$ cat src/design/crcid_pkg.sv
// Constants, types and decode helpers for the checksum pause/continue and
// identification command block. Assumes a 10 MHz system clock and a host
// serial link far slower than it.
package crcid_pkg;

  // ----------------------------------------------------------------
  // Opcodes
  // ----------------------------------------------------------------
  localparam logic [7:0] OP_PAUSE        = 8'h75;
  localparam logic [7:0] OP_CONTINUE     = 8'h7a;
  localparam logic [7:0] OP_READ_IDENT   = 8'h9f;
  localparam logic [7:0] OP_READ_UNIQUE  = 8'h4c;
  localparam logic [7:0] OP_WRITE_SERIAL = 8'hc2;
  localparam logic [7:0] OP_READ_SERIAL  = 8'hc3;
  localparam logic [7:0] OP_WRITE_UNLOCK = 8'h06;

  // ----------------------------------------------------------------
  // Identification field positions and sizes
  // ----------------------------------------------------------------
  localparam int ID_MAKER_LSB   = 21;
  localparam int ID_PRODUCT_LSB = 8;
  localparam int ID_DENSITY_LSB = 3;
  localparam int ID_REV_LSB     = 0;
  localparam logic [3:0] WORD_BYTES = 4'h8;
  localparam logic [63:0] SERIAL_RESET = 64'h0;

  // ----------------------------------------------------------------
  // Timing
  // ----------------------------------------------------------------
  localparam int CLK_PERIOD_NS    = 100;
  localparam int PAUSE_TIME_NS    = 2000;
  localparam int CONTINUE_TIME_NS = 2000;
  localparam int PAUSE_CYCLES_I =
    (PAUSE_TIME_NS + CLK_PERIOD_NS - 1) / CLK_PERIOD_NS;
  localparam int CONTINUE_CYCLES_I =
    (CONTINUE_TIME_NS + CLK_PERIOD_NS - 1) / CLK_PERIOD_NS;
  localparam logic [7:0] PAUSE_CYCLES    = 8'(PAUSE_CYCLES_I);
  localparam logic [7:0] CONTINUE_CYCLES = 8'(CONTINUE_CYCLES_I);

  // ----------------------------------------------------------------
  // Types
  // ----------------------------------------------------------------
  typedef enum logic [2:0] {
    CK_IDLE, CK_RUN, CK_PAUSING, CK_PAUSED, CK_RESUMING
  } crcid_calc_t;

  typedef enum logic [1:0] {
    FR_OPCODE, FR_DUMMY, FR_DATA, FR_IGNORE
  } crcid_phase_t;

  // ----------------------------------------------------------------
  // Helpers
  // ----------------------------------------------------------------
  // Whether an opcode this block owns may run in the given calc state
  function automatic logic crcid_allowed(input logic [7:0] op,
                                         input crcid_calc_t st);
    logic ok;
    ok = 1'b0;
    unique case (st)
      CK_IDLE:
        ok = (op != OP_CONTINUE);
      CK_PAUSED:
        ok = (op == OP_CONTINUE) || (op == OP_READ_IDENT) ||
             (op == OP_READ_SERIAL);
      CK_RUN, CK_PAUSING, CK_RESUMING:
        ok = (op == OP_PAUSE);
    endcase
    return ok;
  endfunction

  // Latency code to dummy cycle count
  function automatic logic [2:0] crcid_dummy(input logic [1:0] code);
    return {1'b0, code};
  endfunction

  // Byte of a 64-bit word, zero past the eighth byte
  function automatic logic [7:0] crcid_byte(input logic [63:0] word,
                                            input logic [3:0] idx);
    logic [7:0] b;
    b = 8'h00;
    if (idx < WORD_BYTES) begin
      b = word[{idx[2:0], 3'h0} +: 8];
    end
    return b;
  endfunction

endpackage

$ cat src/design/crcid_top.sv
// Serial command front end for checksum pause/continue and for the
// identification, unique number and serial number commands, plus the byte
// FIFO that feeds read data to the output shifter.
// Assumes SPI mode 0 from the host, a link clock much slower than clock_in,
// and a checksum engine on clock_in that advances only while told to run.
`timescale 1ns/100ps

// ------------------------------------------------------------------
// Byte FIFO
// ------------------------------------------------------------------
module crcid_fifo #(
  parameter int WIDTH = 8,
  parameter int DEPTH = 8
) (
  input  wire logic             clock_in,
  input  wire logic             rst_in,
  input  wire logic             flush_in,
  input  wire logic             in_valid_in,
  input  wire logic [WIDTH-1:0] in_data_in,
  output logic                  in_ready_out,
  output logic                  out_valid_out,
  output logic      [WIDTH-1:0] out_data_out,
  input  wire logic             out_ready_in
);
  localparam int AW = $clog2(DEPTH);

  logic [WIDTH-1:0] mem_reg [DEPTH];
  logic [AW-1:0]    wr_ptr_reg;
  logic [AW-1:0]    rd_ptr_reg;
  logic [AW:0]      count_reg;
  logic             push;
  logic             pop;

  assign in_ready_out  = (count_reg != (AW+1)'(DEPTH));
  assign out_valid_out = (count_reg != '0);
  assign out_data_out  = mem_reg[rd_ptr_reg];
  assign push = in_valid_in && in_ready_out && !flush_in;
  assign pop  = out_ready_in && out_valid_out && !flush_in;

  always_ff @(posedge clock_in) begin
    if (push) begin
      mem_reg[wr_ptr_reg] <= in_data_in;
    end
  end

  always_ff @(posedge clock_in) begin
    if (rst_in || flush_in) begin
      wr_ptr_reg <= '0;
      rd_ptr_reg <= '0;
      count_reg  <= '0;
    end else begin
      if (push) begin
        wr_ptr_reg <= (wr_ptr_reg == AW'(DEPTH-1)) ? '0 : wr_ptr_reg + 1'b1;
      end
      if (pop) begin
        rd_ptr_reg <= (rd_ptr_reg == AW'(DEPTH-1)) ? '0 : rd_ptr_reg + 1'b1;
      end
      if (push && !pop) begin
        count_reg <= count_reg + 1'b1;
      end else if (pop && !push) begin
        count_reg <= count_reg - 1'b1;
      end
    end
  end
endmodule

// ------------------------------------------------------------------
// Top
// ------------------------------------------------------------------
module crcid_top #(
  parameter logic [10:0] MAKER_CODE   = 11'h155, // Arbitrary value
  parameter logic [12:0] PRODUCT_CODE = 13'h0a5a, // Arbitrary value
  parameter logic [4:0]  DENSITY_CODE = 5'h0c,
  parameter logic [2:0]  DIE_REV      = 3'h1,
  parameter logic [63:0] UNIQUE_ID    = 64'h0123_4567_89ab_cdef,
  parameter int          FIFO_DEPTH   = 8
) (
  input  wire logic        clock_in,
  input  wire logic        rst_in,
  input  wire logic        cs_n_in,
  input  wire logic        sck_in,
  input  wire logic        si_in,
  input  wire logic [1:0]  register_latency_code_in,
  input  wire logic        calc_start_in,
  input  wire logic        calc_done_in,
  output logic             so_out,
  output logic             so_oe_out,
  output logic             calc_run_out,
  output logic             op_in_progress_flag_out,
  output logic             checksum_paused_flag_out,
  output logic             write_enable_latch_out,
  output logic [63:0]      serial_number_out
);

  // ----------------------------------------------------------------
  // Pin synchronisers and link edges
  // ----------------------------------------------------------------
  logic cs_meta_reg, cs_sync_reg, cs_prev_reg;
  logic sck_meta_reg, sck_sync_reg, sck_prev_reg;
  logic si_meta_reg, si_sync_reg;
  logic sck_rise, sck_fall, cs_rise, selected;

  always_ff @(posedge clock_in) begin
    if (rst_in) begin
      cs_meta_reg  <= 1'b1;
      cs_sync_reg  <= 1'b1;
      cs_prev_reg  <= 1'b1;
      sck_meta_reg <= 1'b0;
      sck_sync_reg <= 1'b0;
      sck_prev_reg <= 1'b0;
      si_meta_reg  <= 1'b0;
      si_sync_reg  <= 1'b0;
    end else begin
      cs_meta_reg  <= cs_n_in;
      cs_sync_reg  <= cs_meta_reg;
      cs_prev_reg  <= cs_sync_reg;
      sck_meta_reg <= sck_in;
      sck_sync_reg <= sck_meta_reg;
      sck_prev_reg <= sck_sync_reg;
      si_meta_reg  <= si_in;
      si_sync_reg  <= si_meta_reg;
    end
  end

  assign selected = !cs_sync_reg;
  assign sck_rise = selected && sck_sync_reg && !sck_prev_reg;
  assign sck_fall = selected && !sck_sync_reg && sck_prev_reg;
  assign cs_rise  = cs_sync_reg && !cs_prev_reg;

  // ----------------------------------------------------------------
  // Checksum pause/continue control
  // ----------------------------------------------------------------
  crcid_pkg::crcid_calc_t calc_reg, calc_next;
  logic [7:0] timer_reg, timer_next;
  logic       pause_cmd, continue_cmd;

  always_comb begin
    calc_next  = calc_reg;
    timer_next = timer_reg;
    unique case (calc_reg)
      crcid_pkg::CK_IDLE: begin
        if (calc_start_in) begin
          calc_next = crcid_pkg::CK_RUN;
        end
      end
      crcid_pkg::CK_RUN: begin
        if (calc_done_in) begin
          calc_next = crcid_pkg::CK_IDLE;
        end else if (pause_cmd) begin
          calc_next  = crcid_pkg::CK_PAUSING;
          timer_next = crcid_pkg::PAUSE_CYCLES - 8'h01;
        end
      end
      crcid_pkg::CK_PAUSING: begin
        if (calc_done_in) begin
          calc_next = crcid_pkg::CK_IDLE;
        end else if (timer_reg == 8'h00) begin
          calc_next = crcid_pkg::CK_PAUSED;
        end else begin
          timer_next = timer_reg - 8'h01;
        end
      end
      crcid_pkg::CK_PAUSED: begin
        if (continue_cmd) begin
          calc_next  = crcid_pkg::CK_RESUMING;
          timer_next = crcid_pkg::CONTINUE_CYCLES - 8'h01;
        end
      end
      crcid_pkg::CK_RESUMING: begin
        if (timer_reg == 8'h00) begin
          calc_next = crcid_pkg::CK_RUN;
        end else begin
          timer_next = timer_reg - 8'h01;
        end
      end
    endcase
  end

  always_ff @(posedge clock_in) begin
    if (rst_in) begin
      calc_reg  <= crcid_pkg::CK_IDLE;
      timer_reg <= 8'h00;
    end else begin
      calc_reg  <= calc_next;
      timer_reg <= timer_next;
    end
  end

  // Flags follow the next state so they change with the state itself
  always_ff @(posedge clock_in) begin
    if (rst_in) begin
      calc_run_out             <= 1'b0;
      op_in_progress_flag_out  <= 1'b0;
      checksum_paused_flag_out <= 1'b0;
    end else begin
      // Engine keeps going while the pause is processed
      calc_run_out <= (calc_next == crcid_pkg::CK_RUN) ||
                      (calc_next == crcid_pkg::CK_PAUSING);
      op_in_progress_flag_out <=
        (calc_next == crcid_pkg::CK_RUN) ||
        (calc_next == crcid_pkg::CK_PAUSING) ||
        (calc_next == crcid_pkg::CK_RESUMING);
      checksum_paused_flag_out <=
        (calc_next == crcid_pkg::CK_PAUSED);
    end
  end

  // ----------------------------------------------------------------
  // Frame decoder
  // ----------------------------------------------------------------
  crcid_pkg::crcid_phase_t phase_reg;
  logic [7:0]  op_sh_reg;
  logic [7:0]  cmd_reg;
  logic [2:0]  bit_cnt_reg;
  logic [2:0]  dummy_reg;
  logic [7:0]  rx_reg;
  logic [63:0] stage_reg;
  logic [3:0]  wr_bytes_reg;
  logic        reading_reg;
  logic        writing_reg;
  logic        op_done;
  logic [7:0]  op_now;
  logic        op_ok;
  logic        is_read;
  logic [2:0]  dummy_now;

  assign op_now  = {op_sh_reg[6:0], si_sync_reg};
  assign op_done = sck_rise && (phase_reg == crcid_pkg::FR_OPCODE) &&
                   (bit_cnt_reg == 3'h7);
  // State passed as an argument so the assign follows calc_reg changes
  assign op_ok   = crcid_pkg::crcid_allowed(op_now, calc_reg);
  assign is_read = (op_now == crcid_pkg::OP_READ_IDENT) ||
                   (op_now == crcid_pkg::OP_READ_UNIQUE) ||
                   (op_now == crcid_pkg::OP_READ_SERIAL);
  assign dummy_now = crcid_pkg::crcid_dummy(register_latency_code_in);
  assign pause_cmd    = op_done && op_ok &&
                        (op_now == crcid_pkg::OP_PAUSE);
  assign continue_cmd = op_done && op_ok &&
                        (op_now == crcid_pkg::OP_CONTINUE);

  always_ff @(posedge clock_in) begin
    if (rst_in || !selected) begin
      phase_reg   <= crcid_pkg::FR_OPCODE;
      bit_cnt_reg <= 3'h0;
      op_sh_reg   <= 8'h00;
      dummy_reg   <= 3'h0;
      reading_reg <= 1'b0;
    end else if (sck_rise) begin
      bit_cnt_reg <= bit_cnt_reg + 3'h1;
      unique case (phase_reg)
        crcid_pkg::FR_OPCODE: begin
          op_sh_reg <= op_now;
          if (bit_cnt_reg == 3'h7) begin
            if (op_ok && is_read) begin
              reading_reg <= 1'b1;
              bit_cnt_reg <= 3'h0;
              dummy_reg   <= dummy_now;
              phase_reg   <= (dummy_now == 3'h0) ?
                             crcid_pkg::FR_DATA :
                             crcid_pkg::FR_DUMMY;
            end else if (op_ok &&
                         op_now == crcid_pkg::OP_WRITE_SERIAL) begin
              bit_cnt_reg <= 3'h0;
              phase_reg   <= crcid_pkg::FR_DATA;
            end else begin
              phase_reg <= crcid_pkg::FR_IGNORE;
            end
          end
        end
        crcid_pkg::FR_DUMMY: begin
          bit_cnt_reg <= 3'h0;
          dummy_reg   <= dummy_reg - 3'h1;
          if (dummy_reg == 3'h1) begin
            phase_reg <= crcid_pkg::FR_DATA;
          end
        end
        crcid_pkg::FR_DATA, crcid_pkg::FR_IGNORE: begin
        end
      endcase
    end
  end

  // Opcode of the frame and whether a serial write is in progress
  always_ff @(posedge clock_in) begin
    if (rst_in || cs_rise) begin
      cmd_reg     <= 8'h00;
      writing_reg <= 1'b0;
    end else if (op_done) begin
      cmd_reg     <= op_now;
      writing_reg <= op_ok && (op_now == crcid_pkg::OP_WRITE_SERIAL);
    end
  end

  // Serial write capture, LSB of each byte first, first byte lowest
  always_ff @(posedge clock_in) begin
    if (rst_in || !selected) begin
      rx_reg       <= 8'h00;
      stage_reg    <= 64'h0;
      wr_bytes_reg <= 4'h0;
    end else if (sck_rise && writing_reg &&
                 phase_reg == crcid_pkg::FR_DATA) begin
      rx_reg <= {si_sync_reg, rx_reg[7:1]};
      if (bit_cnt_reg == 3'h7) begin
        stage_reg <= {si_sync_reg, rx_reg[7:1], stage_reg[63:8]};
        if (wr_bytes_reg != 4'hf) begin
          wr_bytes_reg <= wr_bytes_reg + 4'h1;
        end
      end
    end
  end

  // Commit needs the latch, eight whole bytes and no stray bits
  always_ff @(posedge clock_in) begin
    if (rst_in) begin
      serial_number_out <= crcid_pkg::SERIAL_RESET;
    end else if (cs_rise && writing_reg && write_enable_latch_out &&
                 wr_bytes_reg == crcid_pkg::WORD_BYTES &&
                 bit_cnt_reg == 3'h0) begin
      serial_number_out <= stage_reg;
    end
  end

  always_ff @(posedge clock_in) begin
    if (rst_in) begin
      write_enable_latch_out <= 1'b0;
    end else if (cs_rise && cmd_reg == crcid_pkg::OP_WRITE_SERIAL) begin
      write_enable_latch_out <= 1'b0;
    end else if (op_done && op_ok &&
                 op_now == crcid_pkg::OP_WRITE_UNLOCK) begin
      write_enable_latch_out <= 1'b1;
    end
  end

  // ----------------------------------------------------------------
  // Read byte source into the FIFO
  // ----------------------------------------------------------------
  logic [63:0] ident_word;
  logic [63:0] src_word_reg;
  logic [3:0]  src_idx_reg;
  logic        src_active_reg;
  logic        fifo_in_ready;
  logic        fifo_out_valid;
  logic [7:0]  fifo_out_data;
  logic        fifo_pop;

  assign ident_word =
    (64'(MAKER_CODE)   << crcid_pkg::ID_MAKER_LSB) |
    (64'(PRODUCT_CODE) << crcid_pkg::ID_PRODUCT_LSB) |
    (64'(DENSITY_CODE) << crcid_pkg::ID_DENSITY_LSB) |
    (64'(DIE_REV)      << crcid_pkg::ID_REV_LSB);

  // Source stalls on a full FIFO; past the eighth byte it sends zeros
  always_ff @(posedge clock_in) begin
    if (rst_in || !selected) begin
      src_active_reg <= 1'b0;
      src_idx_reg    <= 4'h0;
      src_word_reg   <= 64'h0;
    end else if (op_done && op_ok && is_read) begin
      src_active_reg <= 1'b1;
      src_idx_reg    <= 4'h0;
      unique case (op_now)
        crcid_pkg::OP_READ_IDENT:  src_word_reg <= ident_word;
        crcid_pkg::OP_READ_UNIQUE: src_word_reg <= UNIQUE_ID;
        default:                   src_word_reg <= serial_number_out;
      endcase
    end else if (src_active_reg && fifo_in_ready &&
                 src_idx_reg != 4'hf) begin
      src_idx_reg <= src_idx_reg + 4'h1;
    end
  end

  crcid_fifo #(
    .WIDTH (8),
    .DEPTH (FIFO_DEPTH)
  ) u_fifo (
    .clock_in      (clock_in),
    .rst_in        (rst_in),
    .flush_in      (!selected),
    .in_valid_in   (src_active_reg),
    .in_data_in    (crcid_pkg::crcid_byte(src_word_reg, src_idx_reg)),
    .in_ready_out  (fifo_in_ready),
    .out_valid_out (fifo_out_valid),
    .out_data_out  (fifo_out_data),
    .out_ready_in  (fifo_pop)
  );

  // ----------------------------------------------------------------
  // Output shifter, changes on the falling link clock edge
  // ----------------------------------------------------------------
  logic [6:0] tx_sh_reg;
  logic [2:0] tx_cnt_reg;
  logic       tx_turn;

  assign tx_turn  = sck_fall && reading_reg &&
                    phase_reg == crcid_pkg::FR_DATA;
  assign fifo_pop = tx_turn && tx_cnt_reg == 3'h0;

  always_ff @(posedge clock_in) begin
    if (rst_in || !selected) begin
      tx_sh_reg  <= 7'h00;
      tx_cnt_reg <= 3'h0;
      so_out     <= 1'b0;
      so_oe_out  <= 1'b0;
    end else if (tx_turn) begin
      so_oe_out  <= 1'b1;
      tx_cnt_reg <= tx_cnt_reg + 3'h1;
      if (tx_cnt_reg == 3'h0) begin
        // Past the data the source still feeds zero bytes; an empty FIFO also drives zeros
        so_out    <= fifo_out_valid & fifo_out_data[0];
        tx_sh_reg <= fifo_out_valid ? fifo_out_data[7:1] : 7'h00;
      end else begin
        so_out    <= tx_sh_reg[0];
        tx_sh_reg <= {1'b0, tx_sh_reg[6:1]};
      end
    end
  end

endmodule

$ cat config.mk
export PLATFORM = sky130hd
export DESIGN_NAME = crcid_top
export DESIGN_NICKNAME = d
export VERILOG_FILES = /design/src/design/crcid_pkg.sv /design/src/design/crcid_top.sv
export SDC_FILE = /design/constraint.sdc
export NUM_CORES = 1
export LEC_CHECK = 0
export ABC_AREA = 1
export BUFFER_PORTS_ARGS = -buffer_cell sky130_fd_sc_hd__buf_2
export CORE_MARGIN = 4
export CORE_UTILIZATION = 60
export CTS_CLUSTER_DIAMETER = 40
export DETAILED_ROUTE_END_ITERATION = 12
export GPL_TIMING_DRIVEN = 0
export PLACE_DENSITY = 0.75
export SLEW_MARGIN = 5
export SYNTH_ARGS = -nofsm -noshare
export SYNTH_HDL_FRONTEND = slang
export SYNTH_SLANG_ARGS = --single-unit
$ cat constraint.sdc
create_clock -name clock_in -period 2.7 [get_ports clock_in]
set_input_delay 0.135 -clock clock_in [delete_from_list [all_inputs] [get_ports clock_in]]
set_output_delay 0.135 -clock clock_in [all_outputs]
set_load 0.1 [all_outputs]
== Word level (Yosys, flattened, before mapping) ==
Memories as Yosys holds them, arrays and structs flattened. A register that Yosys moved wholly into a read port is not among the register bits.
Cells that the tools add are included.
Cells by class
  reduce and logical (&&, ||, !) cells: 65
  bitwise logic cells: 1
  eq/ne operators: 34
  shifts and indexed selects: 1
  div/mod/pow operators: 0
  $lt $le $gt $ge: 1
  $add $sub $neg: 10
  $mul: 0
  muxes and demuxes: 41
Operators by type and width (number)
  $pmux 64 s2: 1
  $shiftx 64x7->8: 1
  $mux 3: 16
  $mux 8: 6
  $eq 8x8->1 const B: 4
  $pmux 8 s4: 1
  $logic_and 1x1->1: 31
  $eq 8x7->1 const B: 3
  $eq 3x3->1 const B: 5
  $pmux 3 s5: 1
  $mux 7: 2
  $add 3x1->3 const B: 4
  $add 4x1->4 const B: 3
  $eq 3x2->1 const B: 4
  $logic_not 3->1: 4
  $ne 4x4->1 const B: 3
  $pmux 3 s2: 2
  $reduce_and 4->1: 3
  $ne 2x2->1 const B: 5
  $eq 3x1->1 const B: 3
  $eq 8x3->1 const B: 1
  $logic_not 8->1: 1
  $logic_or 1x1->1: 8
  $mux 2: 4
  23 further kinds: 37
Storage, ports and cells
  bits in read-only memories: 0
  latch bits: 0
  logic and storage cells: 189
  bits in writable memories: 64
  memories kept: 1
  bits of input ports: 9
  output and inout port bits: 70
  register bits after elaboration: 279
Memory list
  u_fifo.mem_reg: depth 8, width 8, rd ports 1, clocked after memory_dff 1, wr ports 1, line crcid_top.sv:27  | logic [WIDTH-1:0] mem_reg [DEPTH];

== Longest topological paths before layout ==
Gate-level depths: netlist (run 1).
  depth after elaboration: 13
  depth in mapped cells: 17
  depth with buffers taken out: 16

== By module ==
Synthesis (run 1) repeated with hierarchy kept, for this count alone.
Second synthesis, totals
  cells, all modules: 1721
  area total of the unflattened synthesis: 14034.7 um2
By module, submodules not included
  crcid_top: instances 1, cells an instance 1424, area each 10794.1 um2, seq. area each 5365.1 um2
  crcid_fifo: instances 1, cells an instance 297, area each 3240.6 um2, seq. area each 2182.1 um2

== Worst setup path after synthesis (run 1) ==
No wires, ideal clock.
  kind: flip-flop to flip-flop
  from: reg phase_reg[1]
  to: reg u_fifo.count_reg[3]
  buffers on the path: 0
  data required time: 2.581 ns
  path slack: 0.257 ns
  arrival time: 2.324 ns
  period minus slack after synthesis: 2.443 ns
  setup time: 0.119 ns
  cell stages (with the launch flop): 16
  path through: dfxtp_1 > inv_1 > nor2_1 > nand4_1 > nor2_1 > inv_1 > ha_1 > inv_1 > ha_1 > and3_1 > a211oi_1 > nor2_1 > nor2_1 > nand2_1 > o21ai_0 > a21oi_1
Between the ends
  longest elaborated chain between the ends: 8
  elaborated cells on any way between the ends: 10
  classes of those cells: 1 x eq/ne; 1 x mux; 8 x reduce/logical
RTL lines
  from (decl): line crcid_top.sv:211  | crcid_pkg::crcid_phase_t phase_reg;
  from (signal assigned): line crcid_top.sv:243  | phase_reg <= crcid_pkg::FR_OPCODE;
  from (signal assigned): line crcid_top.sv:258  | phase_reg <= (dummy_now == 3'h0) ?
  from (signal assigned): line crcid_top.sv:264  | phase_reg <= crcid_pkg::FR_DATA;
  $eq 2x2->1 (*): line crcid_top.sv:395  | phase_reg == crcid_pkg::FR_DATA;
  $logic_and 1x1->1 (*): line crcid_top.sv:394  | assign tx_turn = sck_fall && reading_reg &&
  $logic_and 1x1->1 (*): line crcid_top.sv:396  | assign fifo_pop = tx_turn && tx_cnt_reg == 3'h0;
  $logic_and 1x1->1 (*) (2 in series): line crcid_top.sv:38  | assign pop = out_ready_in && out_valid_out && !flush_in;
  $logic_not 1->1: line crcid_top.sv:58  | if (push && !pop) begin
  $logic_and 1x1->1: line crcid_top.sv:58
  $mux 4 / $reduce_bool 2->1 (equally long branches)
  to (signal assigned): line crcid_top.sv:59  | count_reg <= count_reg + 1'b1;
  to (signal assigned): line crcid_top.sv:61  | count_reg <= count_reg - 1'b1;
  to (decl): line crcid_top.sv:30  | logic [AW:0] count_reg;
Mark *: on every way between the ends. The rest lies on a longest branch, timed or not.
A chain may end at the register's enable or synchronous reset.

== Worst setup path in the final report (run 1) ==
Ends and elaborated chain as after synthesis.

==> impl_metrics.json, run 1 <==
{
  "status": "completed",
  "max-slew-margin-rel_pct": 35.7,
  "synth_compound_area_share_pct": 21.5,
  "synth.distinct_cells": 49,
  "synth_edf_count": 64,
  "io_buffer_count": 78,
  "synthMostInstantiatedCell": "o21ai_0",
  "wl_per_cell_um": 17.6,
  "drcViolationCount": 0,
  "critPathKind": "flip-flop to flip-flop",
  "fin_crit_sh_pct": 95.2,
  "yosys.area.top_type": "dfxtp_1",
  "ys_warn_count": 0,
  "core-area_mm2": 0.0227,
  "avgSynthCellArea_um2": 8.36,
  "end_kind": "flip-flop",
  "start_util_pct": 61.1,
  "start_kind": "flip-flop",
  "clock_skew_ps": 10.8,
  "reg2reg_to": "u_fifo.count_reg[3]",
  "grt-ovfl-total": 0,
  "antenna_found_initial": 0,
  "swShare_pct": 20.7,
  "p_leak_nw": 6.20,
  "ant_nets": 0,
  "syn-cell-area_mm2": 0.0139,
  "cts.sinks": 345,
  "path_cells": "inv_1 > nor2_4 > nand4_1 > nor2_2 > inv_2 > ha_1 > inv_2 > ha_1 > and3_1 > a211oi_2 > nor2_1 > nor2_1 > nand2_1 > o21ai_1 > a21oi_1",
  "dp_hpwl_mm": 26.1,
  "p_switching_mw": 2.35,
  "grt_max_degree": 14,
  "p_int_mw": 8.98,
  "synth_top_area_share_pct": 40.5,
  "final_nets": 1817,
  "synth_simple_gate_area_share_pct": 12.9,
  "fin_crit_ps": 2570,
  "syn-instance-count": 1659,
  "grt_pass1_vias": 11400,
  "crit_path_max_fanout": 5,
  "p_clk_share_pct": 51.6,
  "routed_wl_mm": 37.1,
  "arrival_ps": 2990,
  "grt_pass1_wl_mm": 59.1,
  "clk_latency_ps": 530,
  "cts_buffers": 43,
  "worstHoldStart": "calc_start_in",
  "hold_violations": 0,
  "drtIter0Drc": 942,
  "hold-path-cell-count": 3,
  "rrSetupSlack_ps": 130,
  "hold_path.class": "input pin to flip-flop",
  "p_comb_share_pct": 2.1,
  "slowest_delay_ps": 340,
  "layout-drive-gt1-share_pct": 11.8,
  "synth_commonest_cells": "o21ai_0 (282), dfxtp_1 (281), nor2_1 (223), a21oi_1 (199), inv_1 (193)",
  "drt-pass1-iter-count": 5,
  "io_pins": 79,
  "tightest_slew_ps": 961,
  "synth-adder-area-share_pct": 1.77,
  "num_rows": 55,
  "fp.dieH_um": 160,
  "drv_slew": 0,
  "synthArstFlopShare_pct": 0,
  "multi_input_area_mm2": 0.00524,
  "grt.total_usage_pct": 28.2,
  "maxCapViolCount": 0,
  "ys_top_cells_by_area": "dfxtp_1 (41%), edfxtp_1 (14%), o21ai_0 (10%), a21oi_1 (7.2%), nor2_1 (6.0%)",
  "n_fill_cell": 1765,
  "cts_tree": "yes",
  "yosysSeqAreaShare_pct": 54.4,
  "power_mw": 11.3,
  "clock.fmax_ghz": 0.389,
  "worstReg2RegStart": "phase_reg[1]",
  "ir_drop_uv": 472,
  "ctsRootBufferMaster": "clkbuf_16",
  "power_frac_seq_pct": 46.4,
  "ff_latch_area_mm2": 0.00755,
  "cp_slowest_cell": "dfxtp_2",
  "final_util_pct": 71.5,
  "synth.area.mux_share_pct": 0.649,
  "synthFlopType": "dfxtp_1",
  "ys_seq_elements": 345,
  "n_antenna_cell": 0,
  "synth_nets": 1687,
  "clk_pin_slew_ps": 50,
  "h-tree-depth": 2,
  "die_w_um": 160,
  "r2r_cells": 15,
  "cp.required_ps": 3120,
  "powerDensity_mw_per_mm2": 697,
  "hold-path-endpoint": "calc_reg[0]",
  "vias_per_cell": 5.73,
  "area_delta_synth_final_pct": 17.0,
  "cp-startpoint": "phase_reg[1]",
  "synth_xor_area_share_pct": 0.316,
  "gp_congestion": 0.958,
  "via_count": 12100,
  "die_area_mm2": 0.0256,
  "clockBufferDepth": 3,
  "synth_top_family_by_area": "compound AO/OA/AOI/OAI gates",
  "setup_viol_count_final": 0
}
-- cells in the final DEF (no fill, tap or decap), types with 7 or more instances in the layout --
cell       count
o221ai_1       8
nand2_1      110
ha_1          18
buf_2         88
o32ai_1        7
inv_2          7
inv_1        191
o21ai_0      281
nand4_1        8
nand3_1       39
o22ai_1       15
clkbuf_1      83
a31oi_2        7
edfxtp_1      64
a21oi_1      199
clkbuf_16     45
nor2_1       219
o211ai_1       8
a211oi_1      16
dfxtp_1      277
nor3_1        19
mux2i_1        9
-- critical path: cells and delay by family, from the launching register on --
| family | cells | cell delay (ps) |
|---|---|---|
| and+or+nand+nor | 7 | 900 |
| AOI/OAI and AO/OA | 3 | 440 |
| DFF | 1 | 340 |
| adders and majority gates | 2 | 510 |
| buffers and inverters | 3 | 260 |
-- layout make-up --
class,instances,area share [%]
buffer,96,2.53
sequential,345,46.5
timing repair buffer,85,2.80
inverter,202,4.68
clock buffer,59,7.56
clock inverter,18,1.48
tap,285,2.20
multi-input combinational,1016,32.2
-- what timing repair did --
item | in CTS | in global routing
gates resized for setup | 4 | 18
hold buffers | 5 | 0
endpoints found under the setup margin | 9 | 127
pin swaps | 2 | 3
hold endpoints to repair | 6 | 0
buffers inserted | 1 | 1
-- power by group through the flow --
stage	clock network (mW)	logic [mW]	registers (mW)
2_1_floorplan	0	0.143	5.38
3_3_place_gp	0	0.220	5.36
3_5_place_dp	0	0.224	5.36
4_1_cts	5.89	0.232	5.25
5_1_grt	6.12	0.261	5.25
6_report	5.84	0.234	5.25
-- metrics by stage --
stage / setup TNS, ps / hold WS (ps) / std cells / setup WS (ps) / instance area (um2)
6_report: 0 / 25.3 / 2106 / 129 / 16200
5_1_grt: -3.26 / 80.2 / 2106 / -3.26 / 16200
4_1_cts: 0 / 21.1 / 2105 / 36.3 / 16200
3_5_place_dp: -1140 / 336 / 2022 / -283 / 14600
3_3_place_gp: -772 / 342 / 2022 / -234 / 14600
2_1_floorplan: 0 / 239 / 1659 / 257 / 13900
-- worst max-delay path by stage --
stage / endpoint / cells past startpoint
3_3_place_gp: u_fifo.count_reg[3] / 15
6_report: u_fifo.count_reg[3] / 15
4_1_cts: u_fifo.count_reg[3] / 15
3_5_place_dp: u_fifo.count_reg[3] / 15
2_1_floorplan: u_fifo.count_reg[3] / 15
5_1_grt: u_fifo.count_reg[3] / 15
-- metal layers --
metal	vias to the layer above	track usage (%)	share of wire, %
met2	465	46.1	47
met3	105	4.83	7.4
li1	5852	-	-
met5	-	0	0
met1	5645	37.8	42
met4	0	11.0	3.6
-- cell families after synthesis --
group	count (synthesis)
compound gates	559
simple gates	424
flops	345
buf+inv	298
fa+ha+maj	19
mux	9
xor+xnor	5
Power figures use the tool's default switching activity.
==> run 2: changes to the inputs <==
- CORE_ASPECT_RATIO: unset -> 0.9
==> impl_metrics.json, run 2 (synthesis gave the netlist of run 1 again) <==
{
  "ant_nets": 0,
  "final_cell_area_mm2": 0.0162,
  "n_fill_cell": 1789,
  "clockBufferDepth": 3,
  "core-area_mm2": 0.0226,
  "clk_latency_ps": 530,
  "wl_per_cell_um": 17.6,
  "grt-ovfl-total": 0,
  "cp.required_ps": 2930,
  "grt_pass1_vias": 11400,
  "vias_per_cell": 5.70,
  "ctsRootBufferMaster": "clkbuf_16",
  "end_kind": "flip-flop",
  "clk_pin_slew_ps": 60,
  "drt-pass1-iter-count": 6,
  "hold-path-endpoint": "checksum_paused_flag_out",
  "die_w_um": 168,
  "start_kind": "flip-flop",
  "clock_skew_ps": 24.2,
  "post-place-ws_ps": -223,
  "routed_wl_mm": 37.2,
  "worstHoldStart": "calc_start_in",
  "crit_path_max_fanout": 10,
  "max-slew-margin-rel_pct": 40.3,
  "reg2reg_to": "u_fifo.mem_reg[7][0]",
  "swShare_pct": 21.0,
  "worstReg2RegStart": "src_idx_reg[1]",
  "arrival_ps": 2850,
  "p_leak_nw": 6.19,
  "drtIter0Drc": 1202,
  "fin_ws_ps": 80.7,
  "clock.fmax_ghz": 0.382,
  "drcViolationCount": 0,
  "setup_viol_count_final": 0,
  "ff_latch_area_mm2": 0.00755,
  "multi_input_area_mm2": 0.00522,
  "powerDensity_mw_per_mm2": 695,
  "drv_slew": 0,
  "rrSetupSlack_ps": 80,
  "stdcell_count": 2118,
  "fin_crit_sh_pct": 97.0,
  "ir_drop_uv": 577,
  "tightest_slew_ps": 892,
  "p_comb_share_pct": 2.1,
  "grt_max_degree": 16,
  "fin_crit_ps": 2620,
  "mostFrequentLayoutCells": "o21ai_0 (282), dfxtp_1 (281), nor2_1 (220)",
  "dpl_cell_area_mm2": 0.0146,
  "p_int_mw": 8.90,
  "start_util_pct": 61.3,
  "rsz0062_at_grt": "true",
  "area_delta_synth_final_pct": 16.9,
  "p_switching_mw": 2.37,
  "status": "completed",
  "hold_violations": 0,
  "gp_congestion": 0.928,
  "layout_commonest_cell": "o21ai_0",
  "n_antenna_cell": 0,
  "p_clk_share_pct": 51.4,
  "layout-drive-gt1-share_pct": 11.6,
  "critPathKind": "flip-flop to flip-flop",
  "io_buffer_count": 78,
  "r2r_cells": 6,
  "die_area_mm2": 0.0256,
  "fp.dieH_um": 152,
  "cts.sinks": 345,
  "grt.total_usage_pct": 28.0,
  "maxCapViolCount": 0,
  "antenna_found_initial": 0,
  "io_pins": 79,
  "num_rows": 52,
  "hold_path.class": "input pin to flip-flop",
  "cts_tree": "yes",
  "power_frac_seq_pct": 46.6,
  "h-tree-depth": 2,
  "hold-path-cell-count": 5,
  "dp_hpwl_mm": 26.0,
  "final_nets": 1817,
  "via_count": 12100,
  "dpl.cell_count": 2034,
  "grt_pass1_wl_mm": 58.7,
  "cts_buffers": 41
}
==> run 2: cell count changes in the layout (fill, tap and decap cells not counted), sizes merged <==
cell	change
clkbuf	-7
buf	+2
clkinv	+2
inv	+2
bufinv	+1
==> run 2: final cells by class <==
cell class	instances	share of cell area (%)
buffer	96	2.54
clock buffer	52	7.02
clock inverter	23	1.86
inverter	202	4.69
multi-input combinational	1016	32.2
sequential	345	46.5
tap	297	2.29
timing repair buffer	87	2.90
==> run 2: metrics by stage <==
step | power [mW] | hold WS, ps | TNS (ps) | utilization [%]
final | 11.3 | 67.2 | 0 | 71.7
after global placement | 5.58 | 321 | -464 | 64.7
after floorplan | 5.52 | 239 | 0 | -
after global routing | 11.6 | 95.5 | -158 | 71.7
after CTS | 11.3 | 47.9 | -130 | 71.3
after detailed placement | 5.58 | 325 | -911 | 64.7
==> run 2: timing repair <==
| item | CTS | global route |
|---|---|---|
| hold buffers | 5 | 0 |
| endpoints found under the hold margin | 5 | 0 |
| endpoints found under the setup margin | 40 | 57 |
| setup buffers | 0 | 4 |
| resized for setup | 3 | 14 |
| pin swaps | 0 | 3 |
==> run 2: power groups by stage <==
stage | logic, mW | registers (mW) | clock network, mW
after floorplan | 0.143 | 5.38 | 0
after global placement | 0.219 | 5.36 | 0
after detailed placement | 0.222 | 5.36 | 0
after CTS | 0.229 | 5.25 | 5.83
after global routing | 0.259 | 5.25 | 6.07
final | 0.232 | 5.25 | 5.79
==> run 2: routing by layer <==
metal / track usage (%) / vias to the layer above / routed length (um)
met3: 4.98 / 92 / 2820
met1: 39.2 / 5671 / 16300
met4: 8.42 / 0 / 1040
li1: - / 5845 / -
met2: 44.8 / 473 / 17100
met5: 0 / - / 0
==> run 2: worst max-delay path by stage <==
| stage | from | endpoint | slack (ps) |
|---|---|---|---|
| after CTS | phase_reg[1] | u_fifo.count_reg[3] | -130 |
| after global placement | phase_reg[1] | u_fifo.count_reg[3] | -170 |
| after global routing | phase_reg[1] | u_fifo.count_reg[3] | -160 |
| final | src_idx_reg[1] | u_fifo.mem_reg[7][0] | 80 |
| after detailed placement | phase_reg[1] | u_fifo.count_reg[3] | -220 |
| after floorplan | phase_reg[1] | u_fifo.count_reg[3] | 260 |
==> run 2: critical path, cell delays in order (launching register included) <==
cell and delay, ps:
dfxtp_1 350, clkbuf_1 340, clkinv_1 300, clkbuf_1 360
a21oi_1 210, o21ai_0 140, a31oi_1 620
